<file path="src/design/etc_pkg.sv">
// Package of constants and types for the error threshold counter block.
`default_nettype none
package etc_pkg;
   // ****************************************************************
   // Threshold register field positions
   // ****************************************************************
   localparam int unsigned ETC_RGOOD_BIT   = 63;
   localparam int unsigned ETC_CPRES_BIT   = 62;
   localparam int unsigned ETC_LOCK_BIT    = 61;
   localparam int unsigned ETC_VOFF_HI     = 55;
   localparam int unsigned ETC_VOFF_LO     = 52;
   localparam int unsigned ETC_CNTEN_BIT   = 51;
   localparam int unsigned ETC_ITYPE_HI    = 50;
   localparam int unsigned ETC_ITYPE_LO    = 49;
   localparam int unsigned ETC_OVF_BIT     = 48;
   localparam int unsigned ETC_CNT_HI      = 47;
   localparam int unsigned ETC_CNT_LO      = 32;
   localparam int unsigned ETC_BPTR_HI     = 31;
   localparam int unsigned ETC_BPTR_LO     = 24;
   // ****************************************************************
   // Addresses and reset values
   // ****************************************************************
   localparam logic [11:0] ETC_VEC_BASE    = 12'h500;
   localparam logic [31:0] ETC_XBLK_BASE   = 32'hC0000400;
   localparam logic [3:0]  ETC_VOFF_RST    = 4'h0;
   localparam logic [1:0]  ETC_ITYPE_RST   = 2'h0;
   localparam logic [1:0]  ETC_ITYPE_NONE  = 2'h0;
   localparam logic [1:0]  ETC_ITYPE_LIC   = 2'h1;
   localparam int unsigned ETC_FEAT_EXC    = 7;
   localparam int unsigned ETC_FEAT_REGS   = 14;
   localparam int unsigned ETC_CR4_EXC_BIT = 6;
   localparam logic [7:0]  ETC_BANKS_RST   = 8'h05;
   // ****************************************************************
   // Exception delivery states
   // ****************************************************************
   typedef enum logic [2:0] {
      ETC_RUN      = 3'b001,
      ETC_DELIVER  = 3'b010,
      ETC_SHUTDOWN = 3'b100
   } etc_exc_state_t;
endpackage : etc_pkg
`default_nettype wire

</file>
<file path="src/design/etc_exc_ctrl.sv">
// Machine-check exception delivery and shutdown controller.
`default_nettype none
module etc_exc_ctrl
   import etc_pkg::*;
(
   input  wire logic clk_in,       // Core clock.
   input  wire logic sys_rst_in,   // Synchronous reset.
   input  wire logic exc_en_in,    // Exception enable from control register 4.
   input  wire logic uc_err_in,    // Uncorrectable error event.
   input  wire logic cip_clr_in,   // Software clears check in progress.
   output logic      deliver_out,  // Pulse: transfer to handler.
   output logic      cip_out,      // Check in progress flag.
   output logic      shutdown_out  // Shutdown state.
);
   etc_exc_state_t state_reg;
   // A second exception while a check is in progress shuts the core down.
   always_ff @(posedge clk_in) begin
      if (sys_rst_in) begin
         state_reg <= ETC_RUN;
      end else begin
         case (state_reg)
            ETC_RUN, ETC_DELIVER: begin
               if (uc_err_in && exc_en_in && cip_out) begin
                  state_reg <= ETC_SHUTDOWN;
               end else if (uc_err_in && exc_en_in) begin
                  state_reg <= ETC_DELIVER;
               end else begin
                  state_reg <= ETC_RUN;
               end
            end
            ETC_SHUTDOWN: state_reg <= ETC_SHUTDOWN;
            default:      state_reg <= ETC_RUN;
         endcase
      end
   end
   // Set wins over the software clear so no exception goes unmarked.
   always_ff @(posedge clk_in) begin
      if (sys_rst_in) begin
         cip_out <= 1'b0;
      end else if (uc_err_in && exc_en_in && !cip_out) begin
         cip_out <= 1'b1;
      end else if (cip_clr_in) begin
         cip_out <= 1'b0;
      end
   end
   assign deliver_out  = (state_reg == ETC_DELIVER);
   assign shutdown_out = (state_reg == ETC_SHUTDOWN);
endmodule // etc_exc_ctrl
`default_nettype wire

</file>
<file path="src/design/etc_sat_counter.sv">
// Saturating error counter with selectable implemented width.
`default_nettype none
module etc_sat_counter
   import etc_pkg::*;
#(
   parameter int unsigned CNT_W = 16
) (
   input  wire logic        clk_in,      // Core clock.
   input  wire logic        cold_rst_in, // Cold reset clears, warm reset does not.
   input  wire logic        inc_in,      // One logged error.
   input  wire logic        load_in,     // Software load.
   input  wire logic [15:0] load_val_in, // Software value.
   output logic      [15:0] count_out,   // Counter, unimplemented bits zero.
   output logic             step_max_out // Pulse on step into maximum.
);
   logic [CNT_W-1:0] cnt_reg;
   localparam logic [CNT_W-1:0] CNT_MAX = '1;
   // Count only below maximum so the value never wraps; a load wins over an error.
   always_ff @(posedge clk_in) begin
      if (cold_rst_in) begin
         cnt_reg <= '0;
      end else if (load_in) begin
         cnt_reg <= load_val_in[CNT_W-1:0];
      end else if (inc_in && cnt_reg != CNT_MAX) begin
         cnt_reg <= cnt_reg + 1'b1;
      end
   end
   // Step pulse marks the transition from max-1 to max.
   always_ff @(posedge clk_in) begin
      if (cold_rst_in) begin
         step_max_out <= 1'b0;
      end else begin
         step_max_out <= !load_in && inc_in && (cnt_reg == CNT_MAX - 1'b1);
      end
   end
   // Upper bits read as zero when the counter is narrower.
   assign count_out = 16'(cnt_reg);
endmodule // etc_sat_counter
`default_nettype wire

</file>
<file path="src/design/etc_top.sv">
// Error threshold register bank with exception control, top level.
//
// Overview of operation
// - Bit 63 marks present flag and pointer valid.
// - Bit 62 reports a physical counter.
// - Locked flag drops writes to bits 60:0.
// - Lock writable only with status write enable.
// - Offset selects vector entry at offset*16+500h.
// - Count only while count enable set.
// - Type field: 00 none, 01 controller interrupt.
// - Overflow set stepping into max, raises interrupt.
// - Overflow and counter survive warm reset.
// - Unimplemented counter bits read zero.
// - Increment per logged error, saturate at max.
// - Block pointer locates extra register, same everywhere.
// - Reset clears all reporting enables.
// - Exception during check in progress shuts down.
// - Banks numbered zero to count minus one.
// - Identify reports bits 7 and 14.
// - Deliver exceptions only when enable bit set.
// - Uncorrectable error transfers control immediately.
`default_nettype none
module etc_top
   import etc_pkg::*;
#(
   parameter int unsigned CNT_W     = 16,        // Implemented counter width.
   parameter logic [7:0]  BLK_PTR   = 8'h00,     // Extra block pointer.
   parameter logic        CNT_PRES  = 1'b1,      // Counter physically present.
   parameter logic [7:0]  BANK_CNT  = ETC_BANKS_RST, // Number of banks.
   parameter logic [7:0]  BANK_IDX  = 8'h00      // This bank's number.
) (
   input  wire logic        clk_in,          // Core clock, 10 MHz.
   input  wire logic        sys_rst_in,      // Synchronous reset, warm or cold.
   input  wire logic        cold_rst_in,     // Cold reset qualifier.
   input  wire logic        wr_in,           // Register write strobe.
   input  wire logic [63:0] wr_data_in,      // Register write data.
   input  wire logic        status_wen_in,   // Status write enable config bit.
   input  wire logic        err_logged_in,   // Logged error of this source.
   input  wire logic        uc_err_in,       // Uncorrectable error event.
   input  wire logic        cr4_exc_en_in,   // Exception enable bit.
   input  wire logic        cip_clr_in,      // Software clears check in progress.
   input  wire logic [7:0]  rpt_en_in,       // Reporting enables written by software.
   input  wire logic        rpt_en_wr_in,    // Reporting enable write strobe.
   output logic      [63:0] rd_data_out,     // Threshold register read value.
   output logic             irq_out,         // Threshold interrupt pulse.
   output logic      [11:0] vec_addr_out,    // Selected vector entry address.
   output logic      [31:0] xblk_addr_out,   // Extra threshold register address.
   output logic      [7:0]  rpt_en_out,      // Reporting enables.
   output logic      [7:0]  bank_max_out,    // Highest bank number.
   output logic      [31:0] feature_out,     // Identify feature register.
   output logic             exc_deliver_out, // Transfer to exception handler.
   output logic             cip_out,         // Check in progress.
   output logic             shutdown_out     // Shutdown state.
);
   // ****************************************************************
   // Configuration fields
   // ****************************************************************
   logic        lock_reg;
   logic [3:0]  voff_reg;
   logic        cnten_reg;
   logic [1:0]  itype_reg;
   logic        ovf_reg;
   logic [15:0] count;
   logic        step_max;
   logic        sw_wr;
   logic        deliver;
   logic        cip;
   logic        shut;

   // Writes below the lock bit are dropped silently while locked.
   assign sw_wr = wr_in && !lock_reg;

   // Lock bit only follows software when the config enable allows it.
   always_ff @(posedge clk_in) begin
      if (sys_rst_in) begin
         lock_reg <= 1'b0;
      end else if (wr_in && status_wen_in) begin
         lock_reg <= wr_data_in[ETC_LOCK_BIT];
      end
   end

   // Configuration fields clear on any reset.
   always_ff @(posedge clk_in) begin
      if (sys_rst_in) begin
         voff_reg  <= ETC_VOFF_RST;
         cnten_reg <= 1'b0;
         itype_reg <= ETC_ITYPE_RST;
      end else if (sw_wr) begin
         voff_reg  <= wr_data_in[ETC_VOFF_HI:ETC_VOFF_LO];
         cnten_reg <= wr_data_in[ETC_CNTEN_BIT];
         itype_reg <= wr_data_in[ETC_ITYPE_HI:ETC_ITYPE_LO];
      end
   end

   // ****************************************************************
   // Counter and overflow
   // ****************************************************************
   // Only cold reset clears the counter, so errors seen before a warm reset persist.
   etc_sat_counter #(
      .CNT_W (CNT_W)
   ) u_cnt (
      .clk_in       (clk_in),
      .cold_rst_in  (cold_rst_in),
      .inc_in       (err_logged_in && cnten_reg && CNT_PRES),
      .load_in      (sw_wr),
      .load_val_in  (wr_data_in[ETC_CNT_HI:ETC_CNT_LO]),
      .count_out    (count),
      .step_max_out (step_max)
   );

   // Hardware set wins over a software write of zero in the same cycle.
   always_ff @(posedge clk_in) begin
      if (cold_rst_in) begin
         ovf_reg <= 1'b0;
      end else if (step_max) begin
         ovf_reg <= 1'b1;
      end else if (sw_wr) begin
         ovf_reg <= wr_data_in[ETC_OVF_BIT];
      end
   end

   // Interrupt when a step into maximum sets a clear overflow flag, only for the controller type.
   always_ff @(posedge clk_in) begin
      if (sys_rst_in) begin
         irq_out <= 1'b0;
      end else begin
         irq_out <= step_max && !ovf_reg && (itype_reg == ETC_ITYPE_LIC);
      end
   end

   // ****************************************************************
   // Read path and derived addresses
   // ****************************************************************
   // Reserved fields read as zero; the valid flag is fixed since both fields are constant.
   always_ff @(posedge clk_in) begin
      if (sys_rst_in) begin
         rd_data_out <= 64'h0;
      end else begin
         rd_data_out <= '0;
         rd_data_out[ETC_RGOOD_BIT] <= 1'b1;
         rd_data_out[ETC_CPRES_BIT] <= CNT_PRES;
         rd_data_out[ETC_LOCK_BIT]  <= lock_reg;
         rd_data_out[ETC_VOFF_HI:ETC_VOFF_LO]   <= voff_reg;
         rd_data_out[ETC_CNTEN_BIT]             <= cnten_reg;
         rd_data_out[ETC_ITYPE_HI:ETC_ITYPE_LO] <= itype_reg;
         rd_data_out[ETC_OVF_BIT]               <= ovf_reg;
         rd_data_out[ETC_CNT_HI:ETC_CNT_LO]     <= count;
         rd_data_out[ETC_BPTR_HI:ETC_BPTR_LO]   <= BLK_PTR;
      end
   end

   // Addresses are registered so the outputs come straight from flops.
   always_ff @(posedge clk_in) begin
      if (sys_rst_in) begin
         vec_addr_out  <= 12'h0;
         xblk_addr_out <= 32'h0;
      end else begin
         vec_addr_out  <= {4'h0, voff_reg, 4'h0} + ETC_VEC_BASE;
         xblk_addr_out <= (BLK_PTR != 8'h00) ? ({21'h0, BLK_PTR, 3'h0} + ETC_XBLK_BASE) : 32'h0;
      end
   end

   // ****************************************************************
   // Global machine-check state
   // ****************************************************************
   // Reporting enables start cleared after every reset.
   always_ff @(posedge clk_in) begin
      if (sys_rst_in) begin
         rpt_en_out <= 8'h00;
      end else if (rpt_en_wr_in) begin
         rpt_en_out <= rpt_en_in;
      end
   end

   // Constant capability words; registered to keep outputs flop-driven.
   always_ff @(posedge clk_in) begin
      if (sys_rst_in) begin
         bank_max_out <= 8'h00;
         feature_out  <= 32'h0;
      end else begin
         bank_max_out <= BANK_CNT - 8'h01;
         feature_out  <= (32'h1 << ETC_FEAT_EXC) | (32'h1 << ETC_FEAT_REGS);
      end
   end

   etc_exc_ctrl u_exc (
      .clk_in       (clk_in),
      .sys_rst_in   (sys_rst_in),
      .exc_en_in    (cr4_exc_en_in),
      .uc_err_in    (uc_err_in),
      .cip_clr_in   (cip_clr_in),
      .deliver_out  (deliver),
      .cip_out      (cip),
      .shutdown_out (shut)
   );

   // Exception outputs, one cycle behind the controller.
   always_ff @(posedge clk_in) begin
      if (sys_rst_in) begin
         exc_deliver_out <= 1'b0;
         cip_out         <= 1'b0;
         shutdown_out    <= 1'b0;
      end else begin
         exc_deliver_out <= deliver;
         cip_out         <= cip;
         shutdown_out    <= shut;
      end
   end
endmodule // etc_top
`default_nettype wire

</file>
<file path="config.mk">
export PLATFORM = sky130hd
export DESIGN_NAME = etc_top
export DESIGN_NICKNAME = d
export VERILOG_FILES = /design/src/design/etc_pkg.sv /design/src/design/etc_exc_ctrl.sv /design/src/design/etc_sat_counter.sv /design/src/design/etc_top.sv
export SDC_FILE = /design/constraint.sdc
export NUM_CORES = 1
export LEC_CHECK = 0
export BUFFER_PORTS_ARGS = -buffer_cell sky130_fd_sc_hd__buf_2
export CORE_AREA = 2 2 94 96
export DETAILED_ROUTE_END_ITERATION = 8
export DIE_AREA = 0 0 96 98
export GPL_TIMING_DRIVEN = 1
export HOLD_SLACK_MARGIN = 0.05
export PLACE_DENSITY = 0.9
export REMOVE_ABC_BUFFERS = 1
export SYNTH_ARGS = -nofsm -noshare
export SYNTH_HDL_FRONTEND = slang
export SYNTH_SLANG_ARGS = --single-unit
</file>
<file path="constraint.sdc">
create_clock -name clk_in -period 5.19 [get_ports clk_in]
set_input_delay 0.7785 -clock clk_in [delete_from_list [all_inputs] [get_ports clk_in]]
set_output_delay 0.7785 -clock clk_in [all_outputs]
set_load 0.1 [all_outputs]
</file>
==> flow_summary.ini <==
[cells_and_area]
drive_above_1_share = 0.2374
final_nets = 555
n_antenna_cell = 0
synthToLayoutAreaGrowth_pct = 7.565
largest_reg_flops = 26
num-fill-cells = 834
final-seq-area_sq_um = 1381
regMostFlops = rd_data_out
multi_input_area_sq_um = 1524

[synth]
yosysTopAreaCellShare = 0.3958
syn_area_per_cell_sq_um = 8.857
netlist_top_cells_area = dfxtp_1 (40%), buf_4 (26%), nor2b_1 (4.7%), nand2_1 (2.5%), mux2i_1 (2.3%)
synthCells = 394
synthSimpleGateAreaFrac = 0.1900
async_flop_share = 0
synth.area.mux_share = 0.02617
ys_seq_elements = 69
ys_top_cells_by_count = buf_4 (121), dfxtp_1 (69), nor2b_1 (26)
yosysMostFrequentCell = buf_4
ys.warnings.count = 0
synth_edf_count = 0
synth_top_area_cell = dfxtp_1
synth_area_sq_um = 3490
synthAdderAreaFrac = 0.007171
seq_area_frac_synth = 0.3958
synth-xor-area-share = 0.002510
synth_compound_area_frac = 0.09035
synth_flop_cell = dfxtp_1
synth_top_family_by_area = buffers and inverters
yosysUniqueCellTypes = 39

[sta]
fin_crit_ns = 1.934
rsz0062_at_grt = no
slew_headroom = 0.2865
final_hold_viol_count = 0
period_share = 0.3726
finalClockSkew_ns = 0.01012
worstMarginPinSlew_ns = 1.068
fin_ws_ns = 3.256
setup_violations = 0
timing.fmax_mhz = 517.1
fin_setup_tns_ns = 0
slew_viol_final = 0

[setup_path]
critical_path.top_delay_family = simple AND/OR/NAND/NOR gates
critPathLaunchType = flip-flop
cp_slowest_cell = dfxtp_1
critPathMaxFanout = 6
cp-end-kind = flip-flop
crit_chain = ha_1 > nand3_1 > or2_2 > or4_1 > a31oi_1
cp.arrival_ns = 2.20
worst-path-buf-inv = 0
cpPeakStageDelay_ns = 0.44
crit_type = flip-flop to flip-flop
crit_required_ns = 5.46

[clock_network]
root_buffer = clkbuf_8
clk_latency_ns = 0.34
cts_tree = built
cts_buffer_depth = 2
htree_levels = 3
cts_setup_buffers = 0
clkTransAtPathRegs_ns = 0.07
cts.sinks = 69
cts-buffers-inserted = 9
hold_buffers = 0
cts_resized = 0

[routing]
dr.pass1.iters = 4
initialDrtViolationCount = 123
vias = 2537
drc = 0
viasPerCell = 4.344
postRouteAntennaNets = 0
routed_wl_um = 6626
wire_per_inst_um = 11.35

[global_route]
grt_start_max_net_pins = 48
grtUsageMet1 = 0.1440
grt_use_met3 = 0.04861
grt_use_met2 = 0.2302
grt_first_pass_wirelength_um = 9832
globalRouteTotalUtil = 0.1348
grt_overflow = 0
grt_pass1_vias = 2175
antenna_found_initial = 0
top_usage_layer = met2

[power]
p_comb_frac = 0.346
ir_worst_vdd_uv = 339.0
power.switching_mw = 0.7409
p_per_area_nw_per_um2 = 434.0
pwr-share-seq = 0.355
power_frac_clock = 0.298
finalPower_mw = 1.629
swShare = 0.4548
internal_power_mw = 0.8883
p_leak_nw = 1.816

[place]
gp_congestion = 0.8128
portBuffers = 90
dpl.hpwl_um = 4941
pre_cts_slack_ns = 2.923

[die]
die_h_um = 98
row_count = 34
fp.dieW_um = 96
initial_core_util = 0.4122
core_sq_um = 8466
io_pins = 242
dieArea_sq_um = 9408

[run]
maxCapViolCount = 0

[hold_path]
hold_path_class = flip-flop to flip-flop

[outcome]
status = complete, no violations
-- routing by layer --
metal	up-vias	routed length, um
met3	8	749
met5	-	0
met2	145	3259
met1	1128	2498
met4	0	119
li1	1256	-
-- area by class of cell --
cell class,count,area share
Clock buffer,11,0.03767
Clock inverter,5,0.02233
Inverter,6,0.006000
Multi-Input combinational cell,293,0.4060
Sequential cell,69,0.3680
Tap cell,108,0.03600
Timing Repair Buffer,92,0.1240
-- metrics by stage --
step / hold WS [ns] / instances / cell area (sq um) / util
final: 0.4494 / 584 / 3754 / 0.4434
after floorplan: 0.4116 / 368 / 2928 / -
after detailed placement: 0.4407 / 568 / 3528 / 0.4168
after global placement: 0.4210 / 568 / 3528 / 0.4168
after CTS: 0.4501 / 584 / 3754 / 0.4434
after global routing: 0.4728 / 584 / 3754 / 0.4434
-- worst reg2reg max path, stage by stage (launching register included) --
cell and delay [ns]:
dfxtp_1 0.44, ha_1 0.32, nand3_1 0.21, or2_2 0.33, or4_1 0.40, a31oi_1 0.17
-- power by group through the flow --
stage | Clock [mW] | Combinational (mW) | Sequential [mW]
finish | 0.486 | 0.564 | 0.579
global route | 0.520 | 0.580 | 0.584
floorplan | 0 | 0.391 | 0.708
global placement | 0 | 0.559 | 0.589
detailed placement | 0 | 0.563 | 0.591
CTS | 0.496 | 0.563 | 0.579
-- worst paths after layout --
| path | start | end | slack, ns | depth (start not counted) |
|---|---|---|---|---|
| hold reg to reg | ovf_reg | irq_out | 0.45 | 1 |
| setup reg to reg | u_cnt.count_out[1] | u_cnt.count_out[6] | 3.26 | 5 |
| hold / removal | ovf_reg | irq_out | 0.45 | 1 |
| setup / recovery | u_cnt.count_out[1] | u_cnt.count_out[6] | 3.26 | 5 |
-- logic make-up (layout without fill, tap and decap cells) --
kind of cell | after synthesis | after routing
buf+inv | 143 | 114
fa+ha+maj | 2 | 2
compound gates | 50 | 50
xor+xnor | 1 | 1
mux | 9 | 9
flops | 69 | 69
simple gates | 119 | 119
other cells | 1 | 112
-- placed cells by master, fill, tap and decap left out, types with 2 or more instances in the layout --
cell type / netlist / final
a21oi_1: 10 / 10
nor4_1: 2 / 2
o21ai_0: 13 / 13
nor3_1: 5 / 5
nand2_1: 23 / 23
bufinv_16: 0 / 2
mux2i_1: 8 / 8
clkinvlp_4: 0 / 2
or4_1: 7 / 7
conb_1: 1 / 112
nor2b_1: 26 / 26
a31oi_1: 7 / 7
and4_4: 2 / 2
o211ai_1: 2 / 2
and3_1: 4 / 4
o31ai_1: 7 / 7
nor4b_1: 5 / 5
buf_4: 121 / 2
ha_1: 2 / 2
nor2_1: 19 / 19
clkbuf_8: 0 / 10
or3_1: 5 / 5
nand3_1: 10 / 10
a311oi_1: 6 / 6
nand4_1: 6 / 6
dfxtp_1: 69 / 69
a211oi_1: 2 / 2
inv_1: 6 / 6
buf_2: 2 / 90
(Power assumes the default switching activity.)
